$ cat src/hw/mcr_cfg.svh
// register offsets, field positions, reset values, masks and field codes for the motor config bank
`ifndef MCR_CFG_SVH
`define MCR_CFG_SVH

`define MCR_ADDR_W           8
`define MCR_DATA_W           16
`define MCR_OFS_RUN_INHIBIT  8'h60
`define MCR_OFS_SETUP_A      8'h90
`define MCR_OFS_SETUP_B      8'h91
`define MCR_UNUSED1_LO       8'h37
`define MCR_UNUSED1_HI       8'h5F
`define MCR_UNUSED2_LO       8'h61
`define MCR_UNUSED2_HI       8'h8F
`define MCR_RESET_VAL        16'h0000
`define MCR_BIT_MOTOR_DISABLE_CTL      15
`define MCR_MASK_SETUP_A     16'hFFFF
`define MCR_MASK_SETUP_B     16'h7FFF
`define MCR_DITHER_NONE      2'h0
`define MCR_DITHER_5PCT      2'h1
`define MCR_DITHER_10PCT     2'h2
`define MCR_DITHER_15PCT     2'h3
`define MCR_GATE_BOTH        2'h0
`define MCR_GATE_CLOSED      2'h1
`define MCR_GATE_CLOSED_1ST  2'h2

`endif

$ cat src/hw/mcr_pkg.sv
// types shared by the motor config bank
package mcr_pkg;

    typedef struct packed {
        logic [1:0] dither_select;
        logic [1:0] tach_loop_gating;
        logic [3:0] tach_pole_divider;
        logic       cycle_adjust_select;
        logic [2:0] resistance_shift_count;
        logic [3:0] resistance_mantissa;
    } mcr_setup_a_type;

    typedef struct packed {
        logic       reserved;
        logic [2:0] bemf_const_shift;
        logic [3:0] bemf_const_mantissa;
        logic       advance_mode_select;
        logic [2:0] advance_time_shift;
        logic [3:0] advance_time_mantissa;
    } mcr_setup_b_type;

    typedef struct packed {
        logic        wr_en;
        logic        rd_en;
        logic [7:0]  addr;
        logic [15:0] wdata;
    } mcr_req_type;

    typedef enum logic [2:0] {
        MCR_TACH_IDLE = 3'b001,
        MCR_TACH_OPEN = 3'b010,
        MCR_TACH_RUN  = 3'b100
    } mcr_tach_state_type;

endpackage : mcr_pkg

$ cat src/hw/mcr_tach_div.sv
// tachometer divider: toggles output every n+1 electrical pulses
`timescale 1ns/1ps
`default_nettype none
module mcr_tach_div #(
    parameter int DIV_W = 4
) (
    // clock and reset
    input  wire logic             clk_sys,
    input  wire logic             reset,
    // control
    input  wire logic             enable,
    input  wire logic [DIV_W-1:0] divide_n,
    input  wire logic             elec_pulse,
    // output
    output logic                  tach_out_ff
);
    if (DIV_W < 1 || DIV_W > 8) begin : g_bad_width
        $error("mcr_tach_div: DIV_W out of range");
    end

    logic [DIV_W-1:0] count_ff;

    always_ff @(posedge clk_sys or posedge reset) begin
        if (reset) begin
            count_ff    <= '0;
            tach_out_ff <= 1'b0;
        end else if (!enable) begin
            count_ff    <= '0;
        end else if (elec_pulse) begin
            if (count_ff >= divide_n) begin
                count_ff    <= '0;
                tach_out_ff <= ~tach_out_ff;
            end else begin
                count_ff    <= count_ff + 1'b1;
            end
        end
    end
endmodule : mcr_tach_div
`default_nettype wire

$ cat src/hw/mcr_bank.sv
// motor configuration register bank with decoded parameters
// How it works
// [RULE_01] 0x37..0x5F unused, no function
// [RULE_02] 0x61..0x8F unused, no function
// [RULE_03] disable bit 15 write-only, reset zero
// [RULE_04] disable set stops motor control
// [RULE_05] host sets disable before nvm programming
// [RULE_06] bits 15:14 choose dither 0/5/10/15 pct
// [RULE_07] bits 13:12 gate tach by loop state
// [RULE_08] bits 11:8 divide tach by n+1
// [RULE_09] bit 7 full or half cycle adjust
// [RULE_10] resistance is mantissa shifted by count
// [RULE_11] host quantizes resistance, picks shift
// [RULE_12] bits 3:0 hold resistance mantissa
// [RULE_13] bemf constant is mantissa shifted by count
// [RULE_14] advance time is mantissa shifted by count
// [RULE_15] bit 7 chooses fixed or scaled advance
// [RULE_16] single-access address 0x90 targets word a
// [RULE_17] unused reads zero, writes ignored
// [RULE_18] reserved bits read zero
`timescale 1ns/1ps
`default_nettype none
`include "mcr_cfg.svh"
module mcr_bank #(
    parameter int ADDR_W = `MCR_ADDR_W,
    parameter int DATA_W = `MCR_DATA_W
) (
    // clock and reset
    input  wire logic                   clk_sys,
    input  wire logic                   reset,
    // register access from serial bus engine
    input  wire mcr_pkg::mcr_req_type   req,
    output logic [DATA_W-1:0]           rdata_ff,
    output logic                        rvalid_ff,
    // nvm single-access address
    input  wire logic [ADDR_W-1:0]      nvm_single_access_addr,
    output logic                        nvm_target_setup_a_ff,
    // motor status
    input  wire logic                   closed_loop,
    input  wire logic                   elec_pulse,
    // decoded controls
    output logic                        motor_run_ff,
    output logic [1:0]                  dither_select_ff,
    output logic [4:0]                  dither_pct_ff,
    output logic                        cycle_adjust_select_ff,
    output logic [18:0]                 resistance_param_ff,
    output logic [18:0]                 bemf_const_ff,
    output logic [18:0]                 advance_time_ff,
    output logic                        advance_mode_select_ff,
    output logic                        tach_output
);
    if (ADDR_W != 8 || DATA_W != 16) begin : g_bad_width
        $error("mcr_bank: only 8-bit address, 16-bit data supported");
    end

    logic                    motor_disable_ctl_ff;
    mcr_pkg::mcr_setup_a_type setup_a_ff;
    mcr_pkg::mcr_setup_b_type setup_b_ff;
    mcr_pkg::mcr_tach_state_type tach_state_ff;
    logic                    tach_enable;
    logic [DATA_W-1:0]       nxt_rdata;

    // per-entry operands of the mantissa shifters
    localparam int N_SHIFTED = 3;
    localparam int PARAM_W   = 19;
    logic [3:0]              shift_mant [N_SHIFTED];
    logic [2:0]              shift_cnt  [N_SHIFTED];
    logic [PARAM_W-1:0]      shifted    [N_SHIFTED];

    // motor disable control
    always_ff @(posedge clk_sys or posedge reset) begin
        if (reset) begin
            motor_disable_ctl_ff <= 1'b0;
        end else if (req.wr_en && req.addr == `MCR_OFS_RUN_INHIBIT) begin
            motor_disable_ctl_ff <= req.wdata[`MCR_BIT_MOTOR_DISABLE_CTL]; // RULE_03
        end
    end

    // configuration words; addresses other than these and 0x60 have no storage
    always_ff @(posedge clk_sys or posedge reset) begin
        if (reset) begin
            setup_a_ff <= `MCR_RESET_VAL;
            setup_b_ff <= `MCR_RESET_VAL;
        end else if (req.wr_en) begin
            case (req.addr)
                `MCR_OFS_SETUP_A: setup_a_ff <= req.wdata & `MCR_MASK_SETUP_A;
                `MCR_OFS_SETUP_B: setup_b_ff <= req.wdata & `MCR_MASK_SETUP_B; // RULE_18
                default: ; // RULE_01 RULE_02 RULE_17
            endcase
        end
    end

    // read mux
    always_comb begin
        nxt_rdata = '0;
        case (req.addr)
            `MCR_OFS_RUN_INHIBIT: nxt_rdata = '0; // RULE_03 RULE_18
            `MCR_OFS_SETUP_A:     nxt_rdata = setup_a_ff;
            `MCR_OFS_SETUP_B:     nxt_rdata = setup_b_ff & `MCR_MASK_SETUP_B;
            default:              nxt_rdata = '0; // RULE_01 RULE_02 RULE_17
        endcase
    end

    always_ff @(posedge clk_sys or posedge reset) begin
        if (reset) begin
            rdata_ff  <= '0;
            rvalid_ff <= 1'b0;
        end else begin
            rvalid_ff <= req.rd_en;
            if (req.rd_en) begin
                rdata_ff <= nxt_rdata;
            end
        end
    end

    // nvm individual target decode
    always_ff @(posedge clk_sys or posedge reset) begin
        if (reset) begin
            nvm_target_setup_a_ff <= 1'b0;
        end else begin
            nvm_target_setup_a_ff <= (nvm_single_access_addr == `MCR_OFS_SETUP_A); // RULE_16
        end
    end

    // motor run follows the inverted disable control one edge later
    always_ff @(posedge clk_sys or posedge reset) begin
        if (reset) begin
            motor_run_ff <= 1'b0;
        end else begin
            motor_run_ff <= ~motor_disable_ctl_ff; // RULE_04
        end
    end

    // dither selection and its percentage
    always_ff @(posedge clk_sys or posedge reset) begin
        if (reset) begin
            dither_select_ff <= `MCR_DITHER_NONE;
            dither_pct_ff    <= 5'h00;
        end else begin
            dither_select_ff <= setup_a_ff.dither_select;
            case (setup_a_ff.dither_select) // RULE_06
                `MCR_DITHER_NONE:  dither_pct_ff <= 5'h00;
                `MCR_DITHER_5PCT:  dither_pct_ff <= 5'h05;
                `MCR_DITHER_10PCT: dither_pct_ff <= 5'h0A;
                default:           dither_pct_ff <= 5'h0F;
            endcase
        end
    end

    // single-bit mode selects
    always_ff @(posedge clk_sys or posedge reset) begin
        if (reset) begin
            cycle_adjust_select_ff <= 1'b0;
            advance_mode_select_ff <= 1'b0;
        end else begin
            cycle_adjust_select_ff <= setup_a_ff.cycle_adjust_select; // RULE_09
            advance_mode_select_ff <= setup_b_ff.advance_mode_select; // RULE_15
        end
    end

    // mantissa shifted by count: resistance, bemf constant, advance time
    assign shift_mant[0] = setup_a_ff.resistance_mantissa; // RULE_12
    assign shift_cnt[0]  = setup_a_ff.resistance_shift_count;
    assign shift_mant[1] = setup_b_ff.bemf_const_mantissa;
    assign shift_cnt[1]  = setup_b_ff.bemf_const_shift;
    assign shift_mant[2] = setup_b_ff.advance_time_mantissa;
    assign shift_cnt[2]  = setup_b_ff.advance_time_shift;

    for (genvar g = 0; g < N_SHIFTED; g++) begin : g_shift
        logic [PARAM_W-1:0] value_ff;
        always_ff @(posedge clk_sys or posedge reset) begin
            if (reset) begin
                value_ff <= '0;
            end else begin
                value_ff <= PARAM_W'(shift_mant[g]) << shift_cnt[g]; // RULE_10 RULE_13 RULE_14
            end
        end
        assign shifted[g] = value_ff;
    end

    assign resistance_param_ff = shifted[0];
    assign bemf_const_ff       = shifted[1];
    assign advance_time_ff     = shifted[2];

    // tach loop-state tracking: first open-loop run until first closed loop
    always_ff @(posedge clk_sys or posedge reset) begin
        if (reset) begin
            tach_state_ff <= mcr_pkg::MCR_TACH_IDLE;
        end else if (motor_disable_ctl_ff) begin
            tach_state_ff <= mcr_pkg::MCR_TACH_IDLE;
        end else begin
            case (tach_state_ff)
                mcr_pkg::MCR_TACH_IDLE: tach_state_ff <= mcr_pkg::MCR_TACH_OPEN;
                mcr_pkg::MCR_TACH_OPEN: if (closed_loop) tach_state_ff <= mcr_pkg::MCR_TACH_RUN;
                mcr_pkg::MCR_TACH_RUN:  tach_state_ff <= mcr_pkg::MCR_TACH_RUN;
                default:                tach_state_ff <= mcr_pkg::MCR_TACH_IDLE;
            endcase
        end
    end

    // tach gating by loop state, forced off while disabled
    always_comb begin
        case (setup_a_ff.tach_loop_gating) // RULE_07
            `MCR_GATE_BOTH:       tach_enable = 1'b1;
            `MCR_GATE_CLOSED:     tach_enable = closed_loop;
            `MCR_GATE_CLOSED_1ST: tach_enable = closed_loop || (tach_state_ff == mcr_pkg::MCR_TACH_OPEN);
            default:              tach_enable = 1'b0;
        endcase
        tach_enable = tach_enable & ~motor_disable_ctl_ff; // RULE_04
    end

    // tach divider
    mcr_tach_div #(
        .DIV_W (4)
    ) u_tach (
        .clk_sys     (clk_sys),
        .reset       (reset),
        .enable      (tach_enable),
        .divide_n    (setup_a_ff.tach_pole_divider), // RULE_08
        .elec_pulse  (elec_pulse),
        .tach_out_ff (tach_output)
    );
endmodule : mcr_bank
`default_nettype wire

$ cat config.mk
export PLATFORM = sky130hd
export DESIGN_NAME = mcr_bank
export DESIGN_NICKNAME = d
export VERILOG_FILES = /design/src/hw/mcr_pkg.sv /design/src/hw/mcr_tach_div.sv /design/src/hw/mcr_bank.sv
export VERILOG_INCLUDE_DIRS = /design/src /design/src/hw
export SDC_FILE = /design/constraint.sdc
export NUM_CORES = 1
export LEC_CHECK = 0
export ABC_AREA = 1
export BUFFER_PORTS_ARGS = -buffer_cell sky130_fd_sc_hd__buf_4
export CORE_MARGIN = 4
export CORE_UTILIZATION = 31
export CTS_CLUSTER_SIZE = 8
export DETAILED_ROUTE_END_ITERATION = 7
export PLACE_DENSITY_LB_ADDON = 0.2
export REMOVE_ABC_BUFFERS = 1
export SYNTH_ARGS = -nofsm -noshare
export SYNTH_HDL_FRONTEND = slang
export SYNTH_HIERARCHICAL = 1
export SYNTH_SLANG_ARGS = --single-unit
$ cat constraint.sdc
create_clock -name clk_sys -period 3.7 [get_ports clk_sys]
set_clock_uncertainty 0.2 [all_clocks]
set_input_delay 0.185 -clock clk_sys [delete_from_list [all_inputs] [get_ports clk_sys]]
set_output_delay 0.185 -clock clk_sys [all_outputs]
set_load 0.1 [all_outputs]
After elaboration in Yosys (flattened, before gate mapping)

Cells that the tools add are included.

Bits in registers: 125
Word-level logic and storage cells: 63
Bits of input ports: 38

Add/sub/neg operators: 1
Order comparisons: 1
Shift-type cells: 3
Equality and inequality tests: 13
Bitwise operators: 3
Mux-type cells: 9
Reductions and logical operators: 7

Operators with widths:

| kind                | count |
|---|---|
| $shl 4x3->19        | 3 |
| $pmux 16 s2         | 1 |
| $eq 8x8->1 const B  | 3 |
| $mux 4              | 3 |
| $pmux 4 s3          | 1 |
| $pmux 3 s3          | 1 |
| $eq 8x7->1 const B  | 1 |
| $mux 3              | 2 |
| $add 4x1->4 const B | 1 |
| $eq 2x1->1 const B  | 2 |
| $eq 2x2->1 const B  | 2 |
| $ge 4x4->1          | 1 |
| $logic_not 2->1     | 2 |
| $reduce_and 2->1    | 2 |
| $eq 3x1->1 const B  | 1 |
| $eq 3x2->1 const B  | 1 |
| $eq 3x3->1 const B  | 1 |
| $ne 3x3->1 const B  | 1 |
| $pmux 1 s3          | 1 |
| $reduce_and 3->1    | 1 |
| $ne 2x2->1 const B  | 1 |
| $not 1->1           | 2 |
| $and 1x1->1         | 1 |
| $logic_and 1x1->1   | 1 |
| $logic_or 1x1->1    | 1 |

Logic depth before layout (Yosys ltp)

Gate-level depths: netlist (run 1).

Word-level depth: 5
Mapped depth: 10

Hierarchy

Netlist (run 1), hierarchy kept.

Modules (own cells, without submodules):

| module       | instances | cells an instance | area an instance (um^2) | sequential area each (um^2) |
|---|---|---|---|---|
| mcr_bank     | 1         | 476               | 4,136.5                 | 2,328.5 |
| mcr_tach_div | 1         | 57                | 397.9                   | 125.1 |

Worst setup path after synthesis (run 1)

No wires, ideal clock.

Path kind: register -> output
From: register dither_pct_ff[2]
To: output dither_pct_ff[2]
Setup slack: 1,991 ps
Stages on the path, launching flop included: 2
Data arrival time: 1,324 ps
Cells stage by stage: dfrtp_1 > buf_4

RTL lines:

| item                     | line            | RTL |
|---|---|---|
| start: declaration       | mcr_bank.sv:44  | `output logic [4:0] dither_pct_ff,` |
| start signal: assignment | mcr_bank.sv:138 | `dither_pct_ff <= 5'h00;` |
| start signal: assignment | mcr_bank.sv:142 | `` `MCR_DITHER_NONE: dither_pct_ff <= 5'h00; `` |
| start signal: assignment | mcr_bank.sv:143 | `` `MCR_DITHER_5PCT: dither_pct_ff <= 5'h05; `` |

No word-level cell between the ends.

Worst setup path after layout (run 1)

From: input req[25] (netlist bit)
To: register motor_disable_ctl_ff

Word-level cells in the longest chain between the ends: 1

RTL lines:

| item                        | line           | RTL |
|---|---|---|
| start: declaration          | mcr_bank.sv:32 | `input wire mcr_pkg::mcr_req_type req,` |
| $logic_and 1x1->1 (no line) | --             |  |
| end signal: assignment      | mcr_bank.sv:75 | `` motor_disable_ctl_ff <= req.wdata[`MCR_BIT_MOTOR_DISABLE_CTL]; `` |
| end: declaration            | mcr_bank.sv:56 | `logic motor_disable_ctl_ff;` |

No other way between the ends.
A chain may end at the register's enable or synchronous reset.

==> results of run 1 <==
-- per-stage QoR --
| step | hold slack (ps) | util [%] | total power [mW] | instances |
|---|---|---|---|---|
| 4_1_cts | 105 | 41.5 | 3.00 | 829 |
| 2_1_floorplan | -236 | - | 1.81 | 509 |
| 6_report | 117 | 41.5 | 2.96 | 829 |
| 5_1_grt | 144 | 41.5 | 3.10 | 829 |
| 3_5_place_dp | -77.1 | 37.4 | 1.98 | 788 |
| 3_3_place_gp | -76.3 | 37.4 | 1.98 | 788 |
-- how the worst max path moves through the flow --
stage / endpoint / slack, ps
after floorplan: advance_mode_select_ff / 900
after global placement: setup_a_ff[15] / 1870
after detailed placement: setup_a_ff[7] / 1790
after CTS: motor_disable_ctl_ff / 1350
after global routing: motor_disable_ctl_ff / 1270
final: motor_disable_ctl_ff / 1340
-- power groups by stage --
stage	sequential (mW)	combinational [mW]	clock [mW]
finish	1.22	0.763	0.980
detailed placement	1.24	0.747	0
CTS	1.22	0.769	1.01
global route	1.23	0.814	1.06
global placement	1.24	0.739	0
floorplan	1.53	0.278	0
-- cell type report --
class	instances	area, um^2
Sequential cell	98	2450
Tap cell	180	225
Clock buffer	10	229
Timing Repair Buffer	125	1000
Clock inverter	5	80.1
Inverter	46	176
Fill cell	1496	8250
Multi-Input combinational cell	365	1680
-- registers in the layout, indices dropped and copies added, names as in the netlist, 3 cells and up --
signal	count
u_tach/count_ff	4
bemf_const_ff	11
resistance_param_ff	11
rdata_ff	16
setup_a_ff	16
tach_state_ff	3
setup_b_ff	15
advance_time_ff	11
-- placed cells by master, fill, tap and decap left out, types with 2 or more instances in the layout --
cell / n
nand2_1: 186
ha_1: 5
nand4_1: 13
nand2_2: 3
mux2i_1: 2
dlygate4sd3_1: 26
nor2_4: 2
bufinv_16: 2
buf_4: 99
clkinv_2: 2
o21ai_0: 31
nor2_1: 23
clkbuf_16: 9
inv_1: 38
o21ai_1: 7
clkinv_1: 4
nor3_1: 7
conb_1: 25
nand3_1: 43
clkinvlp_4: 2
dfrtp_1: 97
nor2_8: 2
inv_2: 2
a21oi_1: 7
-- timing repair --
action | in CTS | in global routing
endpoints found under the setup margin | 0 | 0
hold buffers | 26 | 0
endpoints found under the hold margin | 121 | 0
setup buffers | 0 | 0
-- worst max-delay path, delay by kind of cell --
family                 cells  cell delay [ps]
and+or+nand+nor            3              200
buffers and inverters      5             1990
-- layer usage --
layer | GRT usage [%] | vias up | part of all wire [%]
li1 | - | 1861 | -
met1 | 18.8 | 1741 | 46
met2 | 22.5 | 117 | 46
met3 | 2.91 | 10 | 6.5
met4 | 5.56 | 0 | 1.5
met5 | 0 | - | 0
-- cells by family after synthesis --
kind of cell	count (synthesis)	share of synthesized area (%)
muxes	2	0.442
adders and majority gates	5	1.38
DFF	98	54.1
and+or+nand+nor	287	28.0
AOI/OAI and AO/OA	46	5.16
buffers and inverters	94	10.8
other	1	0.0827
==> impl_metrics.ini, run 1 <==
[detailed_routing]
drc_errors = 0
firstDrtPassIters = 5
initialDrtViolationCount = 326
avgRoutedWirePerCell_um = 13.7
viasPerCell = 4.50
routed_wl_um = 11400
drtAntennaViolNets = 0
vias = 3729

[critical_path]
cpMostUsedCell = dlygate4sd3_1
critPathRequiredTime_ps = 3720
ff2ff_setup_slack_ps = 2100
cp.arrival_ps = 2380
r2r_cells = 6
r2r-end = u_tach/tach_out_ff
reg2reg_from = setup_a_ff[11]
crit_type = in -> reg
max_stage_delay_ps = 550
crit_fanout = 5
end_kind = flop
crit_slowest_cell = dlygate4sd3_1
crit_path_start = req[25]
path_cells = dlygate4sd3_1 > buf_4 > inv_1 > nor3_1 > nand4_1 > dlygate4sd3_1 > nand2_1 > dlygate4sd3_1
setup.worst_path.start_class = input port

[logic_synthesis]
yosysSeqAreaShare_pct = 54.1
synthTopCellsByArea = dfrtp_1 54%, nand2_1 15%, nand3_1 4.7%
syn_avg_cell_area_um2 = 8.51
async_flop_share_pct = 100
synth_ff_type = dfrtp_1
synth_common_cells = 186 x nand2_1, 97 x dfrtp_1, 43 x nand3_1
synth-edff-count = 0
synthCells = 533
synth_cell_types = 33
yosys_register_bits = 98
yosys_warnings = 6
synth_area_um2 = 4530
yosysMostFrequentCell = nand2_1
synth_top_area_share_pct = 53.5
yosysTopAreaCell = dfrtp_1

[timing]
fmax_mhz = 424
fin_crit_ps = 2360
setup_slack_ps = 1340
worst-slew-pin-transition_ps = 835
final.period_utilization_pct = 63.8
maxSlewHeadroom_pct = 44.3
finalHoldViolations = 0
rsz0062_at_grt = no
slew_violations = 0
fin_setup_tns_ps = 0
setup_violations = 0

[clock_network]
clock_sinks = 98
cts_tree = built
clockBufferDepth = 2
numCtsBuffers = 9
path_clk_slew_ps = 60
h-tree-depth = 3
post_cts_resized = 0
clk_latency_ps = 340
cts_root_buffer = clkbuf_16

[power]
p_sw_mw = 1.06
internal-power_mw = 1.90
leakagePower_nw = 3.15
p_comb_share_pct = 25.8
irDropWorstVdd_mv = 0.399
pwr-share-clk_pct = 33.1
swShare_pct = 35.8
seqPwrFrac_pct = 41.2
power.density_nw_per_um2 = 507

[finish]
finalNetCount = 688
drive_above_1_share_pct = 20.0
fin_area_um2 = 5850
area_growth_pct = 28.9
num_antenna_cells = 0

[grt]
grt_max_degree = 68
grt_use_total_pct = 14.1
grt_pass1_vias = 3679
antenna_found_initial = 0
grt_pass1_wl_um = 18300
grt.overflow.total = 0

[die]
dieArea_um2 = 16600
row_count = 43
io_pins = 124
start_util_pct = 32.2
core_area_um2 = 14100
die_h_um = 129
die_w_um = 129

[placed_design]
gp_congestion = 0.766
dp_worst_setup_slack_ps = 1790
portBuffers = 98
dpl_cell_area_um2 = 5280
hpwl_um = 8270

[flow_run]
drv_cap = 0

[worst_hold_path]
hold_class = in -> async

[run_status]
status = finished clean
Note: power is estimated with default switching activity, not from simulation.
==> run 2, diff against run 1 <==
--- a/config.mk
+++ b/config.mk
@@ -6,7 +6,7 @@
 export SDC_FILE = /design/constraint.sdc
 export NUM_CORES = 1
 export LEC_CHECK = 0
-export ABC_AREA = 1
+export ABC_AREA = 0
 export BUFFER_PORTS_ARGS = -buffer_cell sky130_fd_sc_hd__buf_4
 export CORE_MARGIN = 4
 export CORE_UTILIZATION = 31
==> constraint.sdc (replaced) <==
create_clock -name clk_sys -period 2.25 [get_ports clk_sys]
set_clock_uncertainty 0.2 [all_clocks]
set_input_delay 0.1125 -clock clk_sys [delete_from_list [all_inputs] [get_ports clk_sys]]
set_output_delay 0.1125 -clock clk_sys [all_outputs]
set_load 0.1 [all_outputs]
==> run 2 against run 1 <==
- synthesized area barely moved
- routed wire length down 6.2%
- die area about the same
- setup slack worse by 1100 ps
- clock-buffer cell count up 1
- synthesized cell count down 31%
- register-to-register slack got worse by 1900 ps
- non-clock buffer count rose by 7
- via count fell by 16%
==> impl_metrics.ini, run 2 <==
[clock_network]
numCtsBuffers = 9
clock_sinks = 98
clk_latency_ps = 340
path_clk_slew_ps = 70
cts_root_buffer = clkbuf_16
clockBufferDepth = 2
cts_tree = built
h-tree-depth = 3

[logic_synthesis]
yosys_register_bits = 98
yosysSeqAreaShare_pct = 54.1
synth-edff-count = 0
synth_area_um2 = 4530
yosysTopAreaCell = dfrtp_1
yosys_warnings = 6
synth_ff_type = dfrtp_1
syn_avg_cell_area_um2 = 12.2
synthTopCellsByArea = dfrtp_1 54%, mux2_2 4.7%, buf_4 4.5%
synth_common_cells = 97 x dfrtp_1, 27 x buf_4, 23 x nor2b_1
async_flop_share_pct = 100
synth_cell_types = 57
synth_top_area_share_pct = 53.6
yosysMostFrequentCell = dfrtp_1
synthCells = 370

[grt]
grt_use_total_pct = 13.4
grt.overflow.total = 0
grt_pass1_vias = 3201
grt_max_degree = 49
grt_pass1_wl_um = 17300
antenna_found_initial = 0

[timing]
worst-slew-pin-transition_ps = 560
fmax_mhz = 499
slew_violations = 0
final.period_utilization_pct = 89.1
maxSlewHeadroom_pct = 62.7
finalHoldViolations = 0
rsz0062_at_grt = no
setup_violations = 0
setup_slack_ps = 245
fin_crit_ps = 2010

[placed_design]
gp_congestion = 0.811
dp_worst_setup_slack_ps = 252
portBuffers = 98
dpl_cell_area_um2 = 5330
dp.cells = 631
hpwl_um = 7370

[critical_path]
setup.worst_path.start_class = flop
end_kind = flop
r2r_cells = 6
cp.arrival_ps = 2070
critPathRequiredTime_ps = 2320
crit_type = reg -> reg
crit_fanout = 6

[die]
dieArea_um2 = 16600
start_util_pct = 32.1
die_w_um = 129
core_area_um2 = 14100
io_pins = 124
die_h_um = 129
row_count = 43

[finish]
top_regs = rdata_ff (16), setup_a_ff (16), setup_b_ff (15)
area_growth_pct = 29.8
fin_util_pct = 41.7
drive_above_1_share_pct = 32.6
layout_common_cells = 104 x buf_4, 97 x dfrtp_1, 27 x dlygate4sd3_1
final_cell_count_no_fill = 674
finalNetCount = 532
final_common_cell = buf_4
nFillCells = 1365
num_antenna_cells = 0
fin_area_um2 = 5880

[detailed_routing]
vias = 3136
drc_errors = 0
avgRoutedWirePerCell_um = 15.8
initialDrtViolationCount = 209
firstDrtPassIters = 6
routed_wl_um = 10700
drtAntennaViolNets = 0
viasPerCell = 4.65

[run_status]
status = finished clean

[power]
leakagePower_nw = 2.84
irDropWorstVdd_mv = 0.324
power.density_nw_per_um2 = 736

[worst_hold_path]
hold_class = in -> async

[flow_run]
drv_cap = 0
-- run 2: final timing paths --
path	from	end	slack [ps]
worst max-delay path	tach_state_ff[2]	u_tach/tach_out_ff	240
worst min register to register	setup_b_ff[7]	advance_mode_select_ff	200
worst max register to register	tach_state_ff[2]	u_tach/tach_out_ff	240
min in group clk_sys	req[16]	setup_b_ff[1]	140
worst min-delay path	reset	u_tach/count_ff[3]	60
max in group asynchronous	reset	dither_pct_ff[2]	1130
-- run 2: area by class of cell --
cell class / instances / area [um^2] / area share [%]
clock buffers: 11 / 243 / 4.13
clock inverters: 5 / 37.5 / 0.638
inverters: 17 / 66.3 / 1.13
multi-input cells: 231 / 1780 / 30.3
flip-flops and latches: 98 / 2450 / 41.7
well taps: 180 / 225 / 3.83
repair buffers: 132 / 1070 / 18.2
-- run 2: report_power, final --
group | switching (mW) | internal [mW]
combinational | 0.639 | 0.252
clock | 0.684 | 0.787
sequential | 0.105 | 1.86
-- run 2: kinds of logic after synthesis --
group / count (synthesis) / synth area share (%)
flops: 98 / 54.1
compound gates: 61 / 11.1
fa+ha+maj: 5 / 1.38
xor+xnor: 2 / 0.387
buf+inv: 65 / 8.48
other cells: 1 / 0.0827
mux: 45 / 11.7
simple gates: 93 / 12.8
-- run 2: critical path, stage by stage (launching register included) --
cell and delay, ps:
dfrtp_1 430, or3b_2 450, a21oi_1 160, o21a_1 240, nand2_1 110, a211oi_2 180, xor2_1 160
-- run 2: metrics by stage --
step	setup TNS [ps]	hold WS, ps	power, mW
2_1_floorplan	-44270	-309	2.64
3_3_place_gp	0	-147	2.83
3_5_place_dp	0	-144	2.86
4_1_cts	0	41.5	4.38
5_1_grt	0	82.5	4.53
6_report	0	56.7	4.33
-- run 2: per-layer routing --
layer / part of all wire [%] / vias up / track usage (%)
met3: 5.8 / 14 / 3.15
li1: - / 1499 / -
met4: 1.8 / 0 / 5.37
met1: 45 / 1536 / 18.4
met2: 47 / 87 / 20.6
met5: 0 / - / 0
-- run 2: timing repair --
action	CTS	global route
resized for setup	0	0
endpoints found under the hold margin	138	0
hold buffers	27	0
setup buffers	0	0
==> run 3, diff against run 2 <==
--- a/config.mk
+++ b/config.mk
@@ -7,7 +7,7 @@
 export NUM_CORES = 1
 export LEC_CHECK = 0
 export ABC_AREA = 0
-export BUFFER_PORTS_ARGS = -buffer_cell sky130_fd_sc_hd__buf_4
+export BUFFER_PORTS_ARGS = -buffer_cell sky130_fd_sc_hd__buf_2
 export CORE_MARGIN = 4
 export CORE_UTILIZATION = 31
 export CTS_CLUSTER_SIZE = 8
==> constraint.sdc (replaced) <==
create_clock -name clk_sys -period 2.25 [get_ports clk_sys]
set_clock_uncertainty 0.2 [all_clocks]
set_input_delay 0.1125 -clock clk_sys [delete_from_list [all_inputs] [get_ports clk_sys]]
set_output_delay 0.1125 -clock clk_sys [all_outputs]
set_load 0.02 [all_outputs]
==> run 3 against run 2 <==
- non-clock buffer count rose by 1
- final cell count up 0.15%
- routed wire length increased by 0.23%
- first-iteration DRC count shrank 7.7%
- fmax down 1.3%
- flip-flop and latch count did not move
- via count up 1.3%
- hold slack worse by 0.88 ps
- clock power about the same
- clock-buffer cell count fell by 2
- critical endpoint is now u_tach/count_ff[3]
==> impl_metrics.ini, run 3 (synthesis results as in run 2) <==
[timing]
fin_setup_tns_ps = 0
maxSlewHeadroom_pct = 63.1
setup_slack_ps = 219
setup_violations = 0
worst-slew-pin-transition_ps = 554
final.period_utilization_pct = 90.3
fmax_mhz = 492
rsz0062_at_grt = no
slew_violations = 0
finalHoldViolations = 0
fin_crit_ps = 2030
whs_ps = 55.8

[finish]
final_common_cell = buf_2
fin_area_um2 = 5630
num_antenna_cells = 0
area_growth_pct = 24.3
nFillCells = 1381
fin_util_pct = 40.0
finalNetCount = 533
top_regs = rdata_ff (16), setup_a_ff (16), setup_b_ff (15)
final_cell_count_no_fill = 675
drive_above_1_share_pct = 33.1
layout_common_cells = 98 x buf_2, 97 x dfrtp_1, 26 x dlygate4sd3_1

[die]
dieArea_um2 = 16600
die_h_um = 129
io_pins = 124
row_count = 43
start_util_pct = 32.1
core_area_um2 = 14100
die_w_um = 129

[grt]
grt_use_total_pct = 13.4
grt_pass1_wl_um = 17300
grt.overflow.total = 0
antenna_found_initial = 0
grt_max_degree = 44
grt_pass1_vias = 3221

[critical_path]
path_cells = or3b_2 > a21oi_1 > o21a_1 > nand2_1 > nor3_1 > o221ai_1 > nand2_1
end_kind = flop
cpMostUsedCell = nand2_1
max_stage_delay_ps = 460
crit_slowest_cell = or3b_2
critPathRequiredTime_ps = 2340
crit_type = reg -> reg
cp.arrival_ps = 2120
setup.worst_path.start_class = flop
crit_fanout = 6

[placed_design]
hpwl_um = 7400
portBuffers = 98
dp_worst_setup_slack_ps = 254
gp_congestion = 0.802
dpl_cell_area_um2 = 5090
dp.cells = 633

[detailed_routing]
drtAntennaViolNets = 0
avgRoutedWirePerCell_um = 15.8
initialDrtViolationCount = 193
drc_errors = 0
vias = 3177
routed_wl_um = 10700
firstDrtPassIters = 4
viasPerCell = 4.71

[clock_network]
cts_root_buffer = clkbuf_16
clockBufferDepth = 2
numCtsBuffers = 9
cts_tree = built
post_cts_resized = 0
path_clk_slew_ps = 70
clock_sinks = 98
post-cts-setup-buffers = 0
clk_latency_ps = 350
h-tree-depth = 3

[flow_run]
drv_cap = 0

[power]
power.density_nw_per_um2 = 696
fin_total_pwr_mw = 3.92
leakagePower_nw = 2.82
irDropWorstVdd_mv = 0.286

[run_status]
status = finished clean

[worst_hold_path]
hold_class = in -> async
## run 3: cell types whose count changed in the layout (fill, tap and decap cells not counted)
cell / before / now
buf_12: 1 / 0
clkbuf_1: 1 / 0
buf_2: 0 / 98
dlygate4sd3_1: 27 / 26
clkinv_4: 0 / 1
inv_6: 2 / 3
inv_8: 0 / 1
clkinvlp_4: 2 / 1
clkbuf_8: 1 / 0
buf_4: 104 / 9
## run 3: layout make-up
| type | instances | area [um^2] | share of cell area, % |
|---|---|---|---|
| repair buffers | 133 | 818 | 14.5 |
| multi-input cells | 231 | 1780 | 31.7 |
| clock inverters | 7 | 58.8 | 1.04 |
| clock buffers | 9 | 225 | 4.00 |
| inverters | 17 | 66.3 | 1.18 |
| well taps | 180 | 225 | 4.00 |
| flip-flops and latches | 98 | 2450 | 43.6 |
## run 3: worst paths after layout
kind	start	end	slack, ps	cells past startpoint
setup / recovery	tach_state_ff[2]	u_tach/count_ff[3]	220	7
hold / removal	reset	u_tach/count_ff[3]	60	3
setup reg to reg	tach_state_ff[2]	u_tach/count_ff[3]	220	7
hold reg to reg	setup_a_ff[7]	cycle_adjust_select_ff	200	0
max in group asynchronous	reset	rdata_ff[5]	980	4
min in group clk_sys	req[16]	setup_b_ff[1]	150	3
## run 3: report_power, final
group / internal (mW) / total [mW] / switching [mW]
registers: 1.86 / 1.96 / 0.105
clock network: 0.769 / 1.48 / 0.706
logic: 0.211 / 0.481 / 0.270
## run 3: timing repair
| action | in CTS | in global routing |
|---|---|---|
| endpoints found under the setup margin | 0 | 1 |
| endpoints found under the hold margin | 82 | 1 |
| hold buffers | 25 | 2 |
## run 3: per-layer routing
layer / vias to the layer above / track usage [%] / share of wire [%]
met2: 93 / 20.7 / 47
met5: - / 0 / 0
met4: 0 / 4.51 / 1.3
li1: 1502 / - / -
met3: 9 / 3.86 / 6.4
met1: 1573 / 18.2 / 46
## run 3: worst max-delay path, delay by kind of cell, from the launching register on
family / cells / cell delay, ps
compound gates: 3 / 500
simple gates: 4 / 830
flops: 1 / 430
